<file path="src/design/rbb_map.svh">
// Register map, field positions and reset values of the receive byte-buffer control
`ifndef RBB_MAP_SVH
`define RBB_MAP_SVH
`define RBB_ADDR_CTRL 6'h06
`define RBB_ADDR_INTEN 6'h07
`define RBB_ADDR_STAT 6'h08
`define RBB_ADDR_DATA_A 6'h09
`define RBB_ADDR_DATA_B 6'h0B
`define RBB_CTRL_RST 4'h3
`define RBB_INTEN_RST 8'h00
`define RBB_CTRL_MODE 3
`define RBB_GAP_MSB 2
`define RBB_CH_STRIDE 4
`define RBB_EN_FULL 0
`define RBB_EN_EOF 1
`define RBB_EN_OVF 2
`define RBB_EN_UNF 3
`define RBB_SPI_WR_BIT 7
`define RBB_SPI_ADDR_MSB 5
`define RBB_LAST_BIT 4'h7
`define RBB_SPI_LAST 3'h7
`endif

</file>
<file path="src/design/rbb_pkg.sv">
// Types shared by the receive byte-buffer control modules
package rbb_pkg;
   typedef logic [7:0] rbb_byte_t;
   typedef logic [2:0] rbb_gap_t;
   typedef enum logic [1:0] {SPI_CMD, SPI_DATA, SPI_DONE} rbb_spi_e;
endpackage

</file>
<file path="src/design/rbb_rx_chan.sv">
// One receive channel: byte assembly and end-of-frame gap detection
`timescale 1ns/1ps
`default_nettype none
`include "rbb_map.svh"
module rbb_rx_chan (
   // Clock and reset
   input wire logic i_clk,
   input wire logic i_rst_b,
   // Control
   input wire logic i_enable,
   input wire rbb_pkg::rbb_gap_t i_gap_len,
   // Correlator bit stream
   input wire logic i_bit_stb,
   input wire logic i_bit_valid,
   input wire logic i_bit_data,
   // Transfer to data register
   output logic o_push,
   output logic o_eof,
   output logic o_whole,
   output rbb_pkg::rbb_byte_t o_byte
);
   import rbb_pkg::*;
   rbb_byte_t shift_r;
   logic [3:0] cnt_r;
   logic [3:0] gap_r;
   logic seen_r;
   wire rbb_byte_t shift_nxt = {shift_r[6:0], i_bit_data};
   wire byte_done = i_bit_stb & i_bit_valid & (cnt_r == `RBB_LAST_BIT);
   // Gap counts earlier invalid bits, so equality means the count now exceeds it
   wire eof_hit = i_bit_stb & ~i_bit_valid & seen_r & (gap_r == {1'b0, i_gap_len});
   wire partial = eof_hit & (cnt_r != 4'h0);

   always_ff @(posedge i_clk or negedge i_rst_b) begin
      if (!i_rst_b) begin
         shift_r <= 8'h00;
         cnt_r <= 4'h0;
         gap_r <= 4'h0;
         seen_r <= 1'b0;
         o_push <= 1'b0;
         o_eof <= 1'b0;
         o_whole <= 1'b0;
         o_byte <= 8'h00;
      end else if (!i_enable) begin
         // Bit-serial mode: the buffer path stays idle
         shift_r <= 8'h00;
         cnt_r <= 4'h0;
         gap_r <= 4'h0;
         seen_r <= 1'b0;
         o_push <= 1'b0;
         o_eof <= 1'b0;
      end else begin
         o_push <= byte_done | partial;
         o_eof <= eof_hit;
         if (byte_done) begin
            o_byte <= shift_nxt;
            o_whole <= 1'b1;
         end else if (partial) begin
            o_byte <= shift_r;
            o_whole <= 1'b0;
         end
         // Cleared per unit so a partial byte carries no stale upper bits
         if (i_bit_stb && i_bit_valid) begin
            shift_r <= byte_done ? 8'h00 : shift_nxt;
            cnt_r <= byte_done ? 4'h0 : cnt_r + 4'h1;
            seen_r <= 1'b1;
            gap_r <= 4'h0;
         end else if (eof_hit) begin
            shift_r <= 8'h00;
            cnt_r <= 4'h0;
            seen_r <= 1'b0;
            gap_r <= 4'h0;
         end else if (i_bit_stb && seen_r) begin
            gap_r <= gap_r + 4'h1;
         end
      end
   end
endmodule // rbb_rx_chan
`default_nettype wire

</file>
<file path="src/design/rbb_rx_ctrl.sv">
// Receive byte-buffer control: register port, channel flags and interrupt request
// Overview of operation
// - Mode bit picks byte buffer or serial pins
// - Gap field sets invalid bit times for EOF
// - After valid bit, EOF when gap exceeded
// - EOF moves pending data, raises event
// - Gap zero: EOF at first invalid bit
// - Enable bit 7: channel B underflow
// - Enable bit 6: channel B overflow
// - Enable bit 5: channel B end of frame
// - Status read clears pending EOF
// - Enable bit 4: channel B full
// - Low nibble holds channel A enables
// - Full flagged on every data transfer
`timescale 1ns/1ps
`default_nettype none
`include "rbb_map.svh"
module rbb_rx_ctrl (
   // Clock and reset
   input wire logic i_clk,
   input wire logic i_rst_b,
   // Serial register port
   input wire logic i_spi_sclk,
   input wire logic i_spi_ss_b,
   input wire logic i_spi_mosi,
   output logic o_spi_miso,
   output logic o_spi_miso_oe_b,
   // Correlator bit streams, index 0 is channel A
   input wire logic [1:0] i_bit_stb,
   input wire logic [1:0] i_bit_valid,
   input wire logic [1:0] i_bit_data,
   // Bit-serial pins
   output logic o_serial_data_pin,
   output logic o_serial_data_valid_pin,
   // Interrupt request
   output logic o_irq
);
   import rbb_pkg::*;
   logic [2:0] in_s1_r;
   logic [2:0] in_s2_r;
   logic sclk_d_r;
   logic [2:0] bcnt_r;
   rbb_byte_t rx_r;
   rbb_byte_t tx_r;
   logic wr_r;
   logic [5:0] addr_r;
   rbb_spi_e st_r;
   logic [3:0] ctrl_r;
   rbb_byte_t inten_r;
   logic [1:0] full_r;
   logic [1:0] eof_r;
   logic [1:0] ovf_r;
   logic [1:0] unf_r;
   logic [1:0] valid_r;
   rbb_byte_t data_r [2];
   logic [1:0] push;
   logic [1:0] eof_ev;
   logic [1:0] whole;
   rbb_byte_t ch_byte [2];
   logic [7:0] stat;
   logic [7:0] pend;
   logic [1:0] rd_data;

   // Pin inputs, first stage read only by the second
   wire ss_b = in_s2_r[1];
   wire sclk_rise = in_s2_r[2] & ~sclk_d_r & ~ss_b;
   wire sclk_fall = ~in_s2_r[2] & sclk_d_r & ~ss_b;
   wire rbb_byte_t rx_nxt = {rx_r[6:0], in_s2_r[0]};
   wire byte_end = sclk_rise & (bcnt_r == `RBB_SPI_LAST);
   wire rd_stb = byte_end & (st_r == SPI_CMD) & ~rx_nxt[`RBB_SPI_WR_BIT];
   wire [5:0] rd_addr = rx_nxt[`RBB_SPI_ADDR_MSB:0];
   wire wr_stb = byte_end & (st_r == SPI_DATA) & wr_r;
   wire rd_stat = rd_stb & (rd_addr == `RBB_ADDR_STAT);
   wire mode_buf = ctrl_r[`RBB_CTRL_MODE];
   rbb_byte_t rdata;

   // Reserved control bits read back as zero
   always_comb begin
      if (rd_addr == `RBB_ADDR_CTRL) begin
         rdata = {4'h0, ctrl_r};
      end else if (rd_addr == `RBB_ADDR_INTEN) begin
         rdata = inten_r;
      end else if (rd_addr == `RBB_ADDR_STAT) begin
         rdata = stat;
      end else if (rd_addr == `RBB_ADDR_DATA_A) begin
         rdata = data_r[0];
      end else if (rd_addr == `RBB_ADDR_DATA_B) begin
         rdata = data_r[1];
      end else begin
         rdata = 8'h00;
      end
   end

   always_ff @(posedge i_clk or negedge i_rst_b) begin
      if (!i_rst_b) begin
         in_s1_r <= 3'h2;
         in_s2_r <= 3'h2;
         sclk_d_r <= 1'b0;
      end else begin
         in_s1_r <= {i_spi_sclk, i_spi_ss_b, i_spi_mosi};
         in_s2_r <= in_s1_r;
         sclk_d_r <= in_s2_r[2];
      end
   end

   // One command byte and one data byte per select; extra bytes ignored
   always_ff @(posedge i_clk or negedge i_rst_b) begin
      if (!i_rst_b) begin
         bcnt_r <= 3'h0;
         rx_r <= 8'h00;
         tx_r <= 8'h00;
         wr_r <= 1'b0;
         addr_r <= 6'h00;
         st_r <= SPI_CMD;
         o_spi_miso <= 1'b0;
         o_spi_miso_oe_b <= 1'b1;
      end else if (ss_b) begin
         bcnt_r <= 3'h0;
         st_r <= SPI_CMD;
         o_spi_miso_oe_b <= 1'b1;
      end else begin
         o_spi_miso_oe_b <= 1'b0;
         if (sclk_rise) begin
            rx_r <= rx_nxt;
            bcnt_r <= bcnt_r + 3'h1;
            tx_r <= rd_stb ? rdata : {tx_r[6:0], 1'b0};
         end
         if (sclk_fall) begin
            o_spi_miso <= tx_r[7];
         end
         if (byte_end) begin
            case (st_r)
               SPI_CMD: begin
                  wr_r <= rx_nxt[`RBB_SPI_WR_BIT];
                  addr_r <= rd_addr;
                  st_r <= SPI_DATA;
               end
               SPI_DATA: st_r <= SPI_DONE;
               default: st_r <= SPI_DONE;
            endcase
         end
      end
   end

   always_ff @(posedge i_clk or negedge i_rst_b) begin
      if (!i_rst_b) begin
         ctrl_r <= `RBB_CTRL_RST;
         inten_r <= `RBB_INTEN_RST;
      end else if (wr_stb && addr_r == `RBB_ADDR_CTRL) begin
         ctrl_r <= rx_nxt[`RBB_CTRL_MODE:0];
      end else if (wr_stb && addr_r == `RBB_ADDR_INTEN) begin
         inten_r <= rx_nxt;
      end
   end

   genvar g;
   for (g = 0; g < 2; g++) begin : g_ch
      localparam logic [5:0] DATA_ADDR = (g == 0) ? `RBB_ADDR_DATA_A : `RBB_ADDR_DATA_B;
      rbb_rx_chan u_chan (
         .i_clk(i_clk),
         .i_rst_b(i_rst_b),
         .i_enable(mode_buf),
         .i_gap_len(ctrl_r[`RBB_GAP_MSB:0]),
         .i_bit_stb(i_bit_stb[g]),
         .i_bit_valid(i_bit_valid[g]),
         .i_bit_data(i_bit_data[g]),
         .o_push(push[g]),
         .o_eof(eof_ev[g]),
         .o_whole(whole[g]),
         .o_byte(ch_byte[g])
      );
      assign rd_data[g] = rd_stb & (rd_addr == DATA_ADDR);
      assign stat[`RBB_CH_STRIDE*g +: `RBB_CH_STRIDE] = {valid_r[g], ovf_r[g] | unf_r[g], eof_r[g], full_r[g]};
      assign pend[`RBB_CH_STRIDE*g +: `RBB_CH_STRIDE] = {unf_r[g], ovf_r[g], eof_r[g], full_r[g]};
      // New events win over a clearing read in the same cycle
      always_ff @(posedge i_clk or negedge i_rst_b) begin
         if (!i_rst_b) begin
            full_r[g] <= 1'b0;
            eof_r[g] <= 1'b0;
            ovf_r[g] <= 1'b0;
            unf_r[g] <= 1'b0;
            valid_r[g] <= 1'b0;
            data_r[g] <= 8'h00;
         end else begin
            full_r[g] <= push[g] | (full_r[g] & ~rd_data[g]);
            eof_r[g] <= eof_ev[g] | (eof_r[g] & ~rd_stat);
            ovf_r[g] <= (push[g] & full_r[g] & ~rd_data[g]) | (ovf_r[g] & ~rd_stat);
            unf_r[g] <= (rd_data[g] & ~full_r[g]) | (unf_r[g] & ~rd_stat);
            if (push[g]) begin
               data_r[g] <= ch_byte[g];
               valid_r[g] <= whole[g];
            end
         end
      end
   end

   // Serial pins carry channel A only while the byte buffer is off
   always_ff @(posedge i_clk or negedge i_rst_b) begin
      if (!i_rst_b) begin
         o_serial_data_pin <= 1'b0;
         o_serial_data_valid_pin <= 1'b0;
         o_irq <= 1'b0;
      end else begin
         o_irq <= |(pend & inten_r);
         if (mode_buf) begin
            o_serial_data_valid_pin <= 1'b0;
         end else if (i_bit_stb[0]) begin
            o_serial_data_pin <= i_bit_data[0];
            o_serial_data_valid_pin <= i_bit_valid[0];
         end
      end
   end
endmodule // rbb_rx_ctrl
`default_nettype wire

</file>
<file path="config.mk">
export PLATFORM = sky130hd
export DESIGN_NAME = rbb_rx_ctrl
export DESIGN_NICKNAME = d
export VERILOG_FILES = /design/src/design/rbb_pkg.sv /design/src/design/rbb_rx_chan.sv /design/src/design/rbb_rx_ctrl.sv
export VERILOG_INCLUDE_DIRS = /design/src /design/src/design
export SDC_FILE = /design/constraint.sdc
export NUM_CORES = 1
export LEC_CHECK = 0
export BUFFER_PORTS_ARGS = -buffer_cell sky130_fd_sc_hd__clkbuf_2
export CAP_MARGIN = 15
export CORE_UTILIZATION = 25
export CTS_CLUSTER_DIAMETER = 60
export CTS_CLUSTER_SIZE = 30
export DETAILED_ROUTE_END_ITERATION = 7
export SYNTH_ARGS = -nofsm -noshare
export SYNTH_HDL_FRONTEND = slang
export SYNTH_SLANG_ARGS = --single-unit
export TNS_END_PERCENT = 1
</file>
<file path="constraint.sdc">
create_clock -name i_clk -period 4.2 [get_ports i_clk]
set_input_delay 0.84 -clock i_clk [delete_from_list [all_inputs] [get_ports i_clk]]
set_output_delay 0.84 -clock i_clk [all_outputs]
set_load 0.01 [all_outputs]
</file>
Word level (Yosys, flattened, before mapping)
Cells that the tools add are included.

Flip-flop bits (word level): 133. Input bits: 11. Word-level logic and storage cells: 208.

Add/subtract/negate cells: 5. Equality and inequality tests: 17. Multiplexer cells: 56. Bitwise logic cells: 64. Reduce and logical (&&, ||, !) cells: 22.

Operator list (count): 8-bit two-way mux (18); 4-bit two-way mux (16); 1-bit AND (38); 6-bit by 3-bit equality test with 1-bit output (second input constant) (4); 6-bit by 4-bit equality test with 1-bit output (second input constant) (3); 1-bit two-way mux (17); 4-bit by 1-bit adder with 4-bit output (second input constant) (4); 1-bit NOT (13); 1-bit bitwise OR (12); 2-bit AND reduction (6); 2-bit nonzero test (5); 8-bit AND (1); 4-bit by 3-bit equality test with 1-bit output (2); 4-bit by 3-bit equality test with 1-bit output (second input constant) (2); 4-bit by 1-bit != test with 1-bit output (second input constant) (2); 4-bit nonzero test (2); 8-bit OR reduction (1); 1-bit logical AND (6); 2-bit two-way mux (3); 3-bit two-way mux (2); 3-bit by 1-bit != test with 1-bit output (second input constant) (2); 3-bit by 1-bit adder with 3-bit output (second input constant) (1); 3-bit equality test (second input constant) (1); 3-bit AND reduction (1); 2 further kinds (2).

Longest topological paths before layout
Word-level depth: 10. Gate-level depth with buffers: 7.

Modules after synthesis
Synthesis repeated with hierarchy kept, for this count alone.

Cell total of the unflattened synthesis: 486. Area total of the unflattened synthesis: 5967.0 um^2.

By module, submodules not included: rbb_rx_ctrl (instances 1, cells each 280, area an instance 3369.5 um^2, sequential area each 1933.1 um^2); rbb_rx_chan (instances 2, cells each 103, area an instance 1298.7 um^2, sequential area each 700.7 um^2).

Worst setup path after synthesis
OpenSTA, ideal clock, no wires.

Kind: input to register. Start: input i_bit_stb[0]. End: register g_ch[0].u_chan.o_byte[1]. Arrival time: 2.149 ns. Data required time: 4.074 ns. Setup slack: 1.924 ns. Stages on the path: 6. Path through: buf_2 and4bb_2 nand4_1 or2_2 buf_2 a311o_1.

Cells in the longest elaborated chain, start to end: 6. Elaborated cells between the ends (all ways): 9. Those cells by class: 1 x mux; 6 x bitwise; 2 x reduce/logical.

Ends and longest elaborated chain: start: declaration (line rbb_rx_ctrl.sv:29) `input wire logic [1:0] i_bit_stb,`; 1-bit AND (3 in series) (line rbb_rx_chan.sv:30) `wire eof_hit = i_bit_stb & ~i_bit_valid & seen_r & (gap_r == {1'b0, i_gap_len});`; 1-bit AND (line rbb_rx_chan.sv:31) `wire partial = eof_hit & (cnt_r != 4'h0);`; 2-bit nonzero test (no source line); 2-bit AND reduction (no source line); end signal: assignment (line rbb_rx_chan.sv:55) `o_byte <= shift_nxt;`; end signal: assignment (line rbb_rx_chan.sv:58) `o_byte <= shift_r;`; end: declaration (line rbb_rx_chan.sv:20) `output rbb_pkg::rbb_byte_t o_byte`.

Several ways; a longest one is shown, not always the timed one. A chain may end at the register's enable or synchronous reset.

Worst setup path after layout
Start: register in_s2_r[0]. End: register ovf_r[0].

Cells in the longest elaborated chain, start to end: 5. Elaborated cells between the ends (all ways): 9. Those cells by class: 2 x eq/ne; 7 x bitwise.

Ends and longest elaborated chain: start: declaration (line rbb_rx_ctrl.sv:40) `logic [2:0] in_s2_r;`; start signal: assignment (line rbb_rx_ctrl.sv:101) `in_s2_r <= in_s1_r;`; 6-bit by 4-bit equality test with 1-bit output, on equally long branches; 1-bit AND, on equally long branches (line rbb_rx_ctrl.sv:172, rbb_rx_ctrl.sv:73); 1-bit NOT (line rbb_rx_ctrl.sv:187) `ovf_r[g] <= (push[g] & full_r[g] & ~rd_data[g]) | (ovf_r[g] & ~rd_stat);`; 1-bit AND (line rbb_rx_ctrl.sv:187); 1-bit bitwise OR (*) (line rbb_rx_ctrl.sv:187); end signal: indexed assignment (line rbb_rx_ctrl.sv:187); end: declaration (line rbb_rx_ctrl.sv:52) `logic [1:0] ovf_r;`.

Mark *: on every way between the ends. The rest lies on a longest branch, timed or not.

==> results.py <==
metrics = {
    "clock_network": {
        "clkTransAtPathRegs_ns": 0.06,
        "clock_tree.buffer_depth": 2,
        "cts_hold_buffers": 0,
        "h_tree_lvl_count": 4,
        "cts-resized-gates": 0,
        "cts_tree": "built",
        "cts_post_setup_buffers_inserted": 0,
        "clkLatencyLatePin_ns": 0.42,
        "cts-root-buf": "clkbuf_16",
        "clock-sinks": 133,
        "cts_made_buffers": 17,
    },
    "synth": {
        "synth_simple_gate_area_share_pct": 13.86,
        "synth_top_family_by_area": "simple AND/OR/NAND/NOR gates",
        "synth_largest_area_cell": "dfrtp_1",
        "proportion_of_synthesized_chip_area_in_sequential_cells_pct": 54.90,
        "ys_seq_elements": 133,
        "postSynth.asyncResetShare_pct": 100.0,
        "synth_adder_area_share_pct": 1.648,
        "mux_share_of_post_synthesis_cell_area_pct": 11.62,
        "synth_nets": 533,
        "synthesis.area_per_instance_sq_um": 11.82,
        "synth_enable_flop_cells": 0,
        "synth_cell_types": 65,
        "synthCells": 514,
        "ys_top_cells_by_area": "dfrtp_1 53%, mux2_2 9.6%, nand2_1 3.3%",
        "yosys_warnings": 0,
        "synth_top_area_share_pct": 52.74,
        "post_synth_instance_area_sq_um": 6073,
        "synth_compound_area_share_pct": 13.25,
        "synth_xor_area_share_pct": 2.307,
        "synth_top_flop_cell": "dfrtp_1",
    },
    "worst_hold_path": {
        "whs_path_depth": 0,
        "type_of_the_tightest_min_delay_check": "flip-flop to flip-flop",
        "min_delay_worst_endpoint": "in_s2_r[2]",
        "min-delay-start": "in_s1_r[2]",
    },
    "timing": {
        "fin_crit_sh_pct": 58.39,
        "fmax_ghz": 0.4078,
        "post-route-min-period_ns": 2.452,
        "setup_tns_ns": 0,
        "timing.final.setup_violations": 0,
        "worst_tran_pin_value_ns": 0.8524,
        "maxSlewHeadroom_pct": 43.18,
        "slew_viol_final": 0,
        "timing_hold_violations_final": 0,
        "grt_setup_unrepaired": "false",
        "worst_clk_skew_ns": 0.01095,
    },
    "place": {
        "buffer_ports.inserted": 15,
        "dp.final_hpwl_microns": 8320,
        "placement.cell_area_sq_um": 6484,
        "finalWeightedCongestion": 0.7888,
    },
    "routing": {
        "dr.first_iter.drc_count": 215,
        "remaining_drc_errors": 0,
        "drt-vias-per-instance": 4.629,
        "detailroute.via_count": 3967,
        "number_of_optimization_iterations_in_the_first_detailed_route_pass": 4,
        "detail-route-antenna-nets": 0,
        "wire_per_inst_microns": 14.37,
        "totalWireLength_microns": 12320,
    },
    "layout": {
        "final_common_cell": "dfrtp_1",
        "final_cell_area_sq_um": 7066,
        "area_growth_pct": 16.34,
        "nFillCells": 2466,
        "fraction_of_layout_instances_using_a_drive_strength_above_1_pct": 24.54,
        "number_of_diodes_added_for_antenna_fixing": 0,
        "finish.net_count": 544,
        "layout_common_cells": "128 x dfrtp_1, 53 x nand2_1, 52 x mux2_2",
    },
    "critical_path": {
        "regToRegStartpoint": "in_s2_r[0]",
        "timing.reg2reg.worst_path_depth": 4,
        "cp_cell_sequence": "nor4b_2 > nand4_1 > o21ai_0 > a21bo_2",
        "worst_setup_path_start_kind": "flip-flop",
        "timing.critical_path.slowest_cell_delay_ns": 0.70,
        "cp_slowest_cell": "dfrtp_1",
        "critPathCaptureType": "flip-flop",
        "r2r_end": "ovf_r[0]",
        "r2r_setup_slack_ns": 1.75,
        "critPathArrivalTime_ns": 2.76,
        "critical_path.max_fanout": 29,
        "worst_ep_required_time_ns": 4.51,
        "criticalPathCategory": "flip-flop to flip-flop",
    },
    "floorplanning": {
        "io-pin-count": 16,
        "initial_utilization_pct": 25.64,
        "fp.dieH_microns": 157.9,
        "die_area_sq_um": 24920,
        "placeableCoreArea_sq_um": 23680,
        "die_width_microns": 157.9,
        "core.rowCount": 56,
    },
    "global_routing": {
        "grt_start_max_net_pins": 77,
        "number_of_global_route_vias_before_repair": 3930,
        "antenna_found_initial": 0,
        "global_route.usage.total_pct": 10.83,
        "global_route.overflow_total": 0,
        "grt_first_pass_wirelength_microns": 20820,
    },
    "run": {
        "max-cap-violations": 0,
    },
    "power_and_ir_drop": {
        "power_dens_cells_nw_per_um2": 420.7,
        "vdd_ir_drop_max_mv": 0.2182,
        "power.static_leakage_uw": 0.003176,
    },
    "status": {
        "run_status": "complete, no violations",
    },
}
[logic make-up after synthesis]
family          after synthesis
xor+xnor                     16
fa+ha+maj                     8
flops                       133
compound gates              107
simple gates                154
buf+inv                      36
mux                          60
[metrics by stage]
stage,setup WS [ns],utilization (%),instances,hold WS (ns),power [uW]
final,1.748,29.83,857,0.3470,2973
after CTS,1.783,29.83,857,0.3484,3011
after detailed placement,1.449,27.38,825,0.3347,1545
after global routing,1.561,29.83,857,0.3562,3091
after floorplan,1.924,-,514,0.3312,1471
after global placement,1.467,27.38,825,0.3356,1543
[synth_stat cells (5+ instances only)]
cell type    n
dfrtp_1    128
nand2_1     53
mux2_2      52
clkbuf_1    22
nor2_1      22
a22o_1      18
nand3_1     17
a21oi_1     15
o21ai_0     14
and3_1      13
xnor2_1     12
ha_1         8
inv_1        8
mux2_4       8
o2bb2ai_1    8
nor2b_1      7
a21o_1       6
a311o_1      6
nor4_1       6
dfstp_2      5
nand4_1      5
[how the worst max path moves through the flow]
stage	from	to	cells past startpoint
global placement	i_bit_stb[0]	g_ch[0].u_chan.o_byte[1]	5
detailed placement	i_bit_stb[0]	g_ch[0].u_chan.o_byte[4]	5
CTS	in_s2_r[0]	ovf_r[0]	4
finish	in_s2_r[0]	ovf_r[0]	4
floorplan	i_bit_stb[0]	g_ch[0].u_chan.o_byte[1]	6
global route	in_s2_r[0]	ovf_r[0]	4
[worst max-delay path, delay by kind of cell, from the launching register on]
family,cells,cell delay (ns)
AOI/OAI and AO/OA,2,0.53
DFF,1,0.70
and+or+nand+nor,2,1.11
[layer usage]
layer / part of all wire [%] / routed length (microns) / GRT usage (%)
met1: 48 / 5972 / 14.69
met2: 47 / 5736 / 16.51
met3: 3.7 / 460 / 2.984
met4: 1.2 / 149 / 3.699
met5: 0 / 0 / 0
[area by class of cell]
type | count | area, sq um | area share (%)
sequential | 133 | 3334 | 47.19
multi-input combinational | 345 | 2592 | 36.69
clock buffer | 17 | 425.4 | 6.021
tap | 319 | 399.1 | 5.649
clock inverter | 15 | 156.4 | 2.214
timing repair buffer | 19 | 123.9 | 1.753
inverter | 9 | 33.78 | 0.4781
[registers in the layout, summed over array words and instances (netlist names), 3 cells and up]
signal               count
ctrl_r                   4
inten_r                  8
g_ch.u_chan.gap_r        8
bcnt_r                   3
g_ch.u_chan.o_byte      16
addr_r                   6
data_r                  16
g_ch.u_chan.cnt_r        8
g_ch.u_chan.shift_r     16
in_s2_r                  3
tx_r                     8
in_s1_r                  3
rx_r                     7
[where the power goes]
part / internal (uW) / switching [uW] / total, uW
sequential: 1320 / 62.0 / 1380
combinational: 53.0 / 81.6 / 135
clock: 875 / 578 / 1450
No activity file was read; power rests on OpenSTA's default activity.
